$ cat config.mk
export PLATFORM = sky130hd
export DESIGN_NAME = sacs_sequencer
export DESIGN_NICKNAME = d
export VERILOG_FILES = /design/src/sacs_pkg.sv /design/src/sacs_fifo.sv /design/src/sacs_sequencer.sv
export VERILOG_INCLUDE_DIRS = /design/src /design/src/src
export SDC_FILE = /design/constraint.sdc
export NUM_CORES = 1
export LEC_CHECK = 0
export ABC_AREA = 1
export BUFFER_PORTS_ARGS = -buffer_cell sky130_fd_sc_hd__buf_2
export CAP_MARGIN = 10
export CORE_UTILIZATION = 63
export CTS_CLUSTER_DIAMETER = 30
export DETAILED_ROUTE_END_ITERATION = 10
export PLACE_DENSITY = 0.85
export SLEW_MARGIN = 25
export SYNTH_ARGS = -nofsm -noshare
export SYNTH_HDL_FRONTEND = slang
export SYNTH_SLANG_ARGS = --single-unit
$ cat constraint.sdc
create_clock -name sys_clk_i -period 9.1 [get_ports sys_clk_i]
set_input_delay 1.82 -clock sys_clk_i [delete_from_list [all_inputs] [get_ports sys_clk_i]]
set_output_delay 1.82 -clock sys_clk_i [all_outputs]
set_load 0.01 [all_outputs]
$ cat src/sacs_consts.svh
// Constants for the converter conversion sequencer
`ifndef SACS_CONSTS_SVH
`define SACS_CONSTS_SVH
`define SACS_DIV_CODE_8        2'h0
`define SACS_DIV_CODE_4        2'h1
`define SACS_DIV_CODE_16       2'h2
`define SACS_DIV_CODE_32       2'h3
`define SACS_HALF_DIV_8        5'h04
`define SACS_HALF_DIV_4        5'h02
`define SACS_HALF_DIV_16       5'h08
`define SACS_HALF_DIV_32       5'h10
`define SACS_CONV_CLOCKS       4'hF
`define SACS_TEMP_ACQ_CODE     2'h3
`define SACS_TEMP_CHANNEL      4'h8
`define SACS_CONV_BIT_EXT      0
`define SACS_CONV_BIT_TIMER    1
`define SACS_FIFO_DEPTH        8
`define SACS_CAL_LOAD_CYCLES   8'h10
`define SACS_CAL_COEF_RESET    14'h0000
`endif

$ cat src/sacs_pkg.sv
// Types for the converter conversion sequencer
package sacs_pkg;
    typedef enum logic [2:0] {
        SACS_IDLE,
        SACS_SYNC,
        SACS_ACQ,
        SACS_CONV,
        SACS_DONE
    } sacs_state_t;
endpackage : sacs_pkg

$ cat src/sacs_fifo.sv
// Result FIFO between the sequencer and the serial shift logic
`timescale 1ns/10ps
module sacs_fifo #(
    parameter int WIDTH = 16,
    parameter int DEPTH = 8
) (
    input  wire logic             sys_clk_i,
    input  wire logic             reset_i,
    input  wire logic             in_valid_i,
    output logic                  in_ready_o,
    input  wire logic [WIDTH-1:0] in_data_i,
    output logic                  out_valid_o,
    input  wire logic             out_ready_i,
    output logic      [WIDTH-1:0] out_data_o
);
    localparam int AW = $clog2(DEPTH);

    if (DEPTH < 2 || (1 << AW) != DEPTH)
    begin : g_bad_depth
        $error("sacs_fifo depth must be a power of two of at least 2");
    end

    logic [WIDTH-1:0] mem [DEPTH];
    logic [AW:0]      wr_ptr;
    logic [AW:0]      rd_ptr;
    wire  [AW:0]      fill     = wr_ptr - rd_ptr;
    wire              full     = (fill == (AW+1)'(DEPTH));
    wire              do_write = in_valid_i && !full;
    wire              rd_empty = (fill == '0);
    // Output register refills whenever empty or being drained
    wire              do_read  = !rd_empty && (!out_valid_o || out_ready_i);

    assign in_ready_o = !full;

    always_ff @(posedge sys_clk_i)
    begin
        if (do_write)
            mem[wr_ptr[AW-1:0]] <= in_data_i;
    end

    always_ff @(posedge sys_clk_i)
    begin
        if (reset_i)
        begin
            wr_ptr      <= '0;
            rd_ptr      <= '0;
            out_valid_o <= 1'b0;
            out_data_o  <= '0;
        end
        else
        begin
            if (do_write)
                wr_ptr <= wr_ptr + 1'b1;
            if (do_read)
            begin
                rd_ptr      <= rd_ptr + 1'b1;
                out_data_o  <= mem[rd_ptr[AW-1:0]];
                out_valid_o <= 1'b1;
            end
            else if (out_ready_i)
                out_valid_o <= 1'b0;
        end
    end
endmodule : sacs_fifo

$ cat src/sacs_sequencer.sv
// Conversion sequencer: converter clock, trigger handling, results and fast capture
`timescale 1ns/10ps
`include "sacs_consts.svh"

// Operation
// - Converter clock is core clock divided by 8, 4, 16 or 32 by code.
// - Acquisition lasts 1 to 4 converter clocks from a two-bit field.
// - Conversion takes exactly 15 converter clocks after acquisition.
// - Start requests are resynchronised to the converter clock before acquisition.
// - Temperature channel forces divide by 32 and four acquisition clocks.
// - Single-shot does one conversion and self-clears when results update.
// - Continuous bit runs back-to-back conversions until software clears it.
// - Enabled external start pin starts a conversion on its rising edge.
// - Enabled timer overflow starts a conversion on each overflow that arrives while idle.
// - Fast capture bit passes each result to serial logic without core.
// - Fast capture copies high and low result bytes into serial data.
// - Fast capture shifts channel first, then 12-bit result, MSB first.
// - At low rate conversion and transfer finish before next start.
// - At high rate transfer overlaps next conversion and must finish first.
// - Fast capture suspends normal serial and third-port functions.
// - Reset loads factory offset and gain coefficients into calibration registers.
// - Busy flag spans each conversion and the whole calibration load.
module sacs_sequencer #(
    parameter int FIFO_DEPTH = `SACS_FIFO_DEPTH
) (
    input  wire logic        sys_clk_i,
    input  wire logic        reset_i,
    input  wire logic [1:0]  clock_divide_i,
    input  wire logic [1:0]  acquisition_time_i,
    input  wire logic        external_start_enable_i,
    input  wire logic        timer_start_enable_i,
    input  wire logic [3:0]  channel_select_i,
    input  wire logic        single_shot_set_i,
    input  wire logic        continuous_run_request_i,
    input  wire logic        fast_capture_enable_i,
    input  wire logic        external_start_n_i,
    input  wire logic        timer_overflow_i,
    input  wire logic        sar_compare_i,
    input  wire logic [13:0] factory_offset_i,
    input  wire logic [13:0] factory_gain_i,
    input  wire logic        serial_load_ready_i,
    output logic             single_shot_request_o,
    output logic             busy_o,
    output logic             track_o,
    output logic [11:0]      sar_trial_o,
    output logic [7:0]       result_high_byte_o,
    output logic [7:0]       result_low_byte_o,
    output logic             result_update_o,
    output logic [13:0]      offset_coef_o,
    output logic [13:0]      gain_coef_o,
    output logic             fast_capture_mode_o,
    output logic             serial_load_o,
    output logic [15:0]      serial_shift_data_o
);
    if (FIFO_DEPTH < 2)
    begin : g_bad_depth
        $error("sacs_sequencer needs a FIFO of at least two words");
    end

    // Pin synchroniser; first stage read only by second
    logic        ext_meta;
    logic        ext_sync;
    logic        ext_prev;
    logic        tmr_meta;
    logic        tmr_sync;
    logic        tmr_prev;

    // Converter clock
    logic [4:0]  half_cnt;
    logic        cclk;
    logic [1:0]  lat_div;
    logic [1:0]  lat_acq;
    logic        pend;
    logic        run;
    sacs_pkg::sacs_state_t state;
    logic [3:0]  phase_cnt;
    logic [11:0] sar;
    logic [3:0]  conv_chan;
    logic [7:0]  cal_cnt;
    logic        cal_busy;

    wire is_temp = (channel_select_i == `SACS_TEMP_CHANNEL);
    wire [1:0] eff_div = is_temp ? `SACS_DIV_CODE_32 : clock_divide_i;
    wire [1:0] eff_acq = is_temp ? `SACS_TEMP_ACQ_CODE : acquisition_time_i;

    wire [4:0] half_period = (lat_div == `SACS_DIV_CODE_8)  ? `SACS_HALF_DIV_8  :
                             (lat_div == `SACS_DIV_CODE_4)  ? `SACS_HALF_DIV_4  :
                             (lat_div == `SACS_DIV_CODE_16) ? `SACS_HALF_DIV_16 :
                                                              `SACS_HALF_DIV_32;
    // Compare with >= so a switch to a shorter ratio cannot wrap the counter
    wire half_end  = (half_cnt >= half_period - 5'h01);
    wire cclk_fall = half_end && cclk;
    // Converter clock rising edge; sync, acquisition and conversion steps advance only here
    wire cclk_rise = half_end && !cclk;

    // External start on rising edge of the pin
    wire ext_rise  = external_start_enable_i && ext_sync && !ext_prev;
    wire tmr_rise  = timer_start_enable_i && tmr_sync && !tmr_prev;
    wire start_req = ext_rise || tmr_rise || single_shot_set_i
                     || (continuous_run_request_i && state == sacs_pkg::SACS_IDLE && !pend);

    wire fifo_ready;
    wire fifo_valid;
    wire [15:0] fifo_data;
    wire done_now  = (state == sacs_pkg::SACS_DONE);
    wire [15:0] packed_result = {conv_chan, sar[11:8], sar[7:0]};
    // Fast capture path gated by enable
    wire push = done_now && fast_capture_enable_i;

    always_ff @(posedge sys_clk_i)
    begin
        if (reset_i)
        begin
            ext_meta <= 1'b1;
            ext_sync <= 1'b1;
            ext_prev <= 1'b1;
            tmr_meta <= 1'b0;
            tmr_sync <= 1'b0;
            tmr_prev <= 1'b0;
        end
        else
        begin
            ext_meta <= external_start_n_i;
            ext_sync <= ext_meta;
            ext_prev <= ext_sync;
            tmr_meta <= timer_overflow_i;
            tmr_sync <= tmr_meta;
            tmr_prev <= tmr_sync;
        end
    end

    always_ff @(posedge sys_clk_i)
    begin
        if (reset_i)
        begin
            half_cnt <= 5'h00;
            cclk     <= 1'b0;
        end
        else if (half_end)
        begin
            half_cnt <= 5'h00;
            cclk     <= !cclk;
        end
        else
            half_cnt <= half_cnt + 5'h01;
    end

    // Calibration load after reset
    always_ff @(posedge sys_clk_i)
    begin
        if (reset_i)
        begin
            cal_cnt       <= 8'h00;
            cal_busy      <= 1'b1;
            offset_coef_o <= `SACS_CAL_COEF_RESET;
            gain_coef_o   <= `SACS_CAL_COEF_RESET;
        end
        else if (cal_busy)
        begin
            cal_cnt <= cal_cnt + 8'h01;
            if (cal_cnt == `SACS_CAL_LOAD_CYCLES - 8'h01)
            begin
                offset_coef_o <= factory_offset_i;
                gain_coef_o   <= factory_gain_i;
                cal_busy      <= 1'b0;
            end
        end
    end

    always_ff @(posedge sys_clk_i)
    begin
        if (reset_i)
        begin
            state                 <= sacs_pkg::SACS_IDLE;
            pend                  <= 1'b0;
            run                   <= 1'b0;
            lat_div               <= `SACS_DIV_CODE_8;
            lat_acq               <= 2'h0;
            phase_cnt             <= 4'h0;
            sar                   <= 12'h000;
            conv_chan             <= 4'h0;
            single_shot_request_o <= 1'b0;
            result_high_byte_o    <= 8'h00;
            result_low_byte_o     <= 8'h00;
            result_update_o       <= 1'b0;
        end
        else
        begin
            result_update_o <= 1'b0;
            if (single_shot_set_i)
                single_shot_request_o <= 1'b1;
            // Request waits for converter clock edge
            if (start_req && !cal_busy && state == sacs_pkg::SACS_IDLE)
            begin
                state     <= sacs_pkg::SACS_SYNC;
                lat_div   <= eff_div;
                lat_acq   <= eff_acq;
                conv_chan <= channel_select_i;
            end
            // Armed on a fall, so sync spans half to one and a half clocks
            if (cclk_fall && state == sacs_pkg::SACS_SYNC)
                pend <= 1'b1;
            if (cclk_rise)
            begin
                unique case (state)
                    sacs_pkg::SACS_IDLE:
                        phase_cnt <= 4'h0;
                    sacs_pkg::SACS_SYNC:
                        if (pend)
                        begin
                            pend      <= 1'b0;
                            run       <= 1'b1;
                            phase_cnt <= {2'h0, lat_acq};
                            state     <= sacs_pkg::SACS_ACQ;
                        end
                    sacs_pkg::SACS_ACQ:
                        if (phase_cnt == 4'h0)
                        begin
                            phase_cnt <= `SACS_CONV_CLOCKS - 4'h1;
                            sar       <= 12'h800;
                            state     <= sacs_pkg::SACS_CONV;
                        end
                        else
                            phase_cnt <= phase_cnt - 4'h1;
                    sacs_pkg::SACS_CONV:
                        if (phase_cnt == 4'h0)
                            state <= sacs_pkg::SACS_DONE;
                        else
                        begin
                            phase_cnt <= phase_cnt - 4'h1;
                            if (phase_cnt <= 4'hC && phase_cnt != 4'h0)
                            begin
                                sar[phase_cnt - 4'h1] <= sar_compare_i;
                                if (phase_cnt > 4'h1)
                                    sar[phase_cnt - 4'h2] <= 1'b1;
                            end
                        end
                    sacs_pkg::SACS_DONE:
                        state <= sacs_pkg::SACS_DONE;
                endcase
            end
            if (done_now && (fifo_ready || !fast_capture_enable_i))
            begin
                result_high_byte_o    <= packed_result[15:8];
                result_low_byte_o     <= packed_result[7:0];
                result_update_o       <= 1'b1;
                run                   <= 1'b0;
                state                 <= sacs_pkg::SACS_IDLE;
                single_shot_request_o <= 1'b0;
            end
        end
    end

    always_ff @(posedge sys_clk_i)
    begin
        if (reset_i)
        begin
            busy_o              <= 1'b1;
            track_o             <= 1'b0;
            sar_trial_o         <= 12'h000;
            fast_capture_mode_o <= 1'b0;
        end
        else
        begin
            busy_o              <= cal_busy || run;
            track_o             <= (state == sacs_pkg::SACS_ACQ);
            sar_trial_o         <= sar;
            fast_capture_mode_o <= fast_capture_enable_i;
        end
    end

    // Buffer lets transfer overlap next conversion
    sacs_fifo #(
        .WIDTH (16),
        .DEPTH (FIFO_DEPTH)
    ) u_fifo (
        .sys_clk_i   (sys_clk_i),
        .reset_i     (reset_i),
        .in_valid_i  (push),
        .in_ready_o  (fifo_ready),
        .in_data_i   (packed_result),
        .out_valid_o (fifo_valid),
        .out_ready_i (serial_load_ready_i && !serial_load_o),
        .out_data_o  (fifo_data)
    );

    // Copy result bytes into serial data; channel in top bits, MSB first
    always_ff @(posedge sys_clk_i)
    begin
        if (reset_i)
        begin
            serial_load_o       <= 1'b0;
            serial_shift_data_o <= 16'h0000;
        end
        else
        begin
            serial_load_o <= fifo_valid && serial_load_ready_i && !serial_load_o;
            if (fifo_valid && serial_load_ready_i && !serial_load_o)
                serial_shift_data_o <= fifo_data;
        end
    end
endmodule : sacs_sequencer

### Yosys cells after proc, flatten, opt, wreduce, memory -nomap -nowiden

Memory sizes are Yosys's and may differ from the RTL's. A register that Yosys moved wholly into a read port is not among the register bits.
Index checks and enable logic that the tools add are counted.

| word-level totals | value |
|---|---|
| register bits after elaboration | 137 |
| bits in writable memories | 128 |
| logic and storage cells | 150 |
| memories | 1 |

Memories:

| memory | words | bits a word | read ports | clocked after memory_dff | wr ports | line | RTL |
|---|---|---|---|---|---|---|---|
| u_fifo.mem | 8 | 16 | 1 | 1 | 1 | sacs_fifo.sv:23 | `logic [WIDTH-1:0] mem [DEPTH];` |

| operators by class | value |
|---|---|
| $add $sub $neg | 8 |
| $lt $le $gt $ge | 7 |
| equality and inequality tests | 13 |
| multiplexer cells | 36 |
| bitwise operators | 1 |
| reduce and logical (&&, ||, !) cells | 51 |

Operators by type and width:

| kind | number |
|---|---|
| 12-bit two-way mux | 4 |
| 12-bit case mux with 2 select lines | 1 |
| 1-bit logical AND | 21 |
| 4-bit case mux with 4 select lines | 1 |
| 3-bit two-way mux | 5 |
| 5-bit two-way mux | 3 |
| 1-bit two-way mux | 13 |
| 12-bit bitwise mux | 1 |
| 4-bit two-way mux | 3 |
| 12-bit OR | 1 |
| 3-bit case mux with 4 select lines | 1 |
| 1-bit zero test | 10 |
| 4-bit by 5-bit < comparator with 1-bit output (second input constant) | 2 |
| 4-bit by 1-bit adder with 4-bit output (second input constant) | 2 |
| 8-bit by 1-bit adder with 8-bit output (second input constant) | 1 |
| 1-bit demux with 4-bit select | 2 |
| 4-bit equality test (second input constant) | 2 |
| 8-bit by 4-bit equality test with 1-bit output (second input constant) | 1 |
| 4-bit by 1-bit greater-or-equal comparator with 1-bit output (second input constant) | 2 |
| 4-bit zero test | 2 |
| 2-bit inequality test (second input constant) | 4 |
| 4-bit nonzero test | 2 |
| 3-bit by 2-bit equality test with 1-bit output (second input constant) | 2 |
| 1-bit logical OR | 6 |
| 21 further kinds | 24 |

### Longest topological paths before layout

| logic depth | value |
|---|---|
| depth in word-level cells | 12 |
| depth in mapped cells | 13 |

### Hierarchy

A second synthesis with hierarchy kept.

| second synthesis, totals | value |
|---|---|
| cells, all modules | 1,260 |
| area total of the unflattened synthesis | 11,551.1 um2 |

Modules (own cells, without submodules):

| module | instances | cells each | area each (um2) |
|---|---|---|---|
| sacs_fifo | 1 | 562 | 6,192.2 |
| sacs_sequencer | 1 | 698 | 5,358.9 |

### Least setup slack after synthesis

OpenSTA, ideal clock, no wires.

| timing | value |
|---|---|
| path kind | input to register |
| from | input fast_capture_enable_i |
| to | memory u_fifo.mem[2][0] (enable) |
| library setup time | 0.409 ns |
| data arrival time | 3.395 ns |
| data required time | 8.691 ns |
| path slack | 5.296 ns |
| stages | 4 |
| path through | inv_1 nor2_1 nand2_2 nor3_1 |

| between the ends | value |
|---|---|
| cells in the longest elaborated chain, start to end | 4 |

Ends and longest elaborated chain:

| item | line | RTL |
|---|---|---|
| from (decl) | sacs_sequencer.sv:35 | `input wire logic fast_capture_enable_i,` |
| 1-bit logical AND | sacs_sequencer.sv:108 | `wire push = done_now && fast_capture_enable_i;` |
| 1-bit logical AND | sacs_fifo.sv:28 | `wire do_write = in_valid_i && !full;` |
| 1-bit two-way mux | sacs_fifo.sv:37 | `if (do_write)` |
| 1-bit two-way mux (implied by the code) | sacs_fifo.sv:38 | `mem[wr_ptr[AW-1:0]] <= in_data_i;` |
| to (decl) | sacs_fifo.sv:23 |  |

Every way passes these cells.

==> run metrics <==
routed wire length per instance 17.7 microns; EDFF count, synth 128; post-synthesis sequential area ratio 59.6%; drt first pass iters 6; R2R Setup Slk 5750 ps; mapped cell area 11600 sq um; TritonCTS Buffers 44; die area 19000 sq um; clock power share 44.1%; I/O Pins 125; GRT overflow 0; cell internal pwr 0.00265 W; # DRC 0; initial antenna violation count 0; Leakage 5.88 nW; WL met2 14700 microns; Slew headroom 39.4%; critical path arrival 3850 ps; initial core utilization 64.3%; CTS sink count 281; gp weighted congestion 0.945; Seq cells post-synth 281; Die W 138 microns; worst-margin pin slew 907 ps; DRT iter0 DRCs 798; switch share 30.9%; worst clock skew 18.4 ps; final wirelength 29700 microns; CTS tree done; largest net degree at the start of global routing 101; std cell rows 49; reg2reg start u_fifo.rd_ptr[2]; crit path to offset_coef_o[6]; count of different cell masters after synthesis 41; final period utilization 37.4%; Min Hold Slack 419 ps; max_cap viols 0; Setup Buffers After CTS 0; number of global-route vias before repair 9047; Reg power frac 36.8%; wire length on met3 2510 microns; hpwl dp 17300 microns; top sig layer met4; Layout Utilization 76.6%; Gate power share 19.1%; top cell type's share of synthesized area 33.1%; Power Dens Cells 278 nW/um^2; P_sw 0.00119 W; layout cells sized above 1 17.5%; Metal-1 WL 11000 microns; endpoints failing setup 0; number of synthesis warnings 0; first-pass GRT wire length 45900 microns; P&R area growth vs syn 19.1%; remaining antenna violation count after routing 0; Cells after Synth 1299; hold crit path type reg2reg; Post-CTS Resized 0; Syn Area/Cell 8.93 sq um; H-tree depth 2; Critical Path RT 9550 ps; Max VDD drop 204 uV; Slew Limit Fails 0; fin crit period 3400 ps; most common cell in the netlist nor2_1; Worst setup startpoint reset_i; Core Region 18000 sq um; Clock transition at path regs 50 ps; Via density 5.84; setup tns final 0 ps; root buf cell clkbuf_16; R2R depth 9; Synth area leaders edfxtp_1 (33%), dfxtp_1 (26%), nor2_1 (8.8%), nand2_1 (7.4%), nand3_1 (5.7%); Hold Vio Cnt, Final 0; status finished, final reports clean; Reg-to-Reg End u_fifo.mem[4][12]; syn nets 1363; Crit Path Max Fanout 100; final net count 1475; Critical Path Sink Type flop; RSZ-0062 raised after global routing false; FFs w/ async S/R, synth 0%; Startpoint Class input port; vias 9778; cell accounting for the most synthesized area edfxtp_1; most frequent cells after synthesis nor2_1 (272), nand2_1 (229), dfxtp_1 (153), nand3_1 (133), edfxtp_1 (128); antenna cells 0; GRT Util Overall 31.9%; fill count 1149; Max Fclk 0.294 GHz; Port Buffer Count 124; prevailing post-synth register cell dfxtp_1; Worst-Skew Late Latency 540 ps; kind of critical path in2reg; CTS hold repair buffers 0; CTS Buffer Depth 3; Die Span Y 138 microns
critical path, cell delays in order:
cell	delay, ps
buf_2	350
inv_2	380
buf_4	720
o21ai_0	260
nor2_1	180
power groups by stage:
stage	Sequential, W	Combinational, W	Clock [W]
after floorplan	0.00143	0.000552	0
after global placement	0.00143	0.000667	0
after detailed placement	0.00143	0.000691	0
after CTS	0.00141	0.000723	0.00170
after global routing	0.00142	0.000820	0.00176
final	0.00141	0.000733	0.00169
cells in the final DEF, fill, tap and decap left out, drive strengths merged, types with 3 or more instances in the layout:
| master | synthesis | routed |
|---|---|---|
| xor2 | 6 | 6 |
| nand4 | 20 | 20 |
| bufinv | 0 | 4 |
| nand3 | 144 | 144 |
| or2 | 3 | 3 |
| edfxtp | 128 | 128 |
| inv | 78 | 88 |
| ha | 17 | 17 |
| nand2 | 235 | 235 |
| clkbuf | 31 | 48 |
| xnor2 | 3 | 3 |
| clkinvlp | 0 | 4 |
| nor3 | 10 | 10 |
| buf | 34 | 131 |
| clkinv | 0 | 14 |
| o21ai | 109 | 109 |
| a21oi | 37 | 37 |
| dfxtp | 153 | 153 |
| nor2 | 278 | 278 |
metrics by stage:
step | instances | power (W) | area (sq um) | setup slack, ps
6_report | 1674 | 0.00383 | 13800 | 5700
4_1_cts | 1674 | 0.00383 | 13800 | 5650
5_1_grt | 1674 | 0.00399 | 13800 | 5560
3_3_place_gp | 1594 | 0.00210 | 12300 | 5240
3_5_place_dp | 1594 | 0.00212 | 12300 | 5280
2_1_floorplan | 1299 | 0.00199 | 11600 | 5300
layer usage:
layer / up-vias / global-route usage [%]
li1: 4544 / -
met1: 4547 / 39.2
met2: 556 / 54.0
met3: 131 / 6.07
met4: 0 / 15.3
met5: - / 0
layout make-up:
type	count	area, sq um	share of cell area, %
sequential	281	6910	50.0
multi-input combinational	875	4130	29.9
clock buffer	48	1160	8.38
timing repair buffer	131	673	4.88
clock inverter	32	363	2.63
inverter	78	293	2.12
tap	229	287	2.08
worst min path at each step:
| stage | from | end | slack (ps) | cells past startpoint |
|---|---|---|---|---|
| 6_report | ext_meta | ext_sync | 420 | 1 |
| 5_1_grt | tmr_meta | tmr_sync | 430 | 2 |
| 4_1_cts | ext_meta | ext_sync | 420 | 1 |
| 3_5_place_dp | ext_meta | ext_sync | 400 | 1 |
| 3_3_place_gp | ext_meta | ext_sync | 400 | 1 |
| 2_1_floorplan | tmr_meta | tmr_sync | 390 | 2 |
registers in the layout (all words and copies together), names as in the netlist, 4 cells and up:
name                 flops
half_cnt                 5
u_fifo.wr_ptr            4
gain_coef_o             14
sar                     12
u_fifo.rd_ptr            4
u_fifo.out_data_o       16
result_low_byte_o        8
offset_coef_o           14
result_high_byte_o       8
serial_shift_data_o     16
u_fifo.mem             128
sar_trial_o             12
conv_chan                4
cal_cnt                  8
phase_cnt                4
cell families (layout without fill, tap and decap cells):
logic type	Yosys count	after routing	share of synthesized area, %
xor+xnor	9	9	0.680
fa+ha+maj	17	17	1.83
compound gates	151	151	6.65
buf+inv	143	289	5.19
simple gates	697	697	26.1
other cells	1	1	0.0323
flops	281	281	59.6
Note: power is estimated with default switching activity, not from simulation.
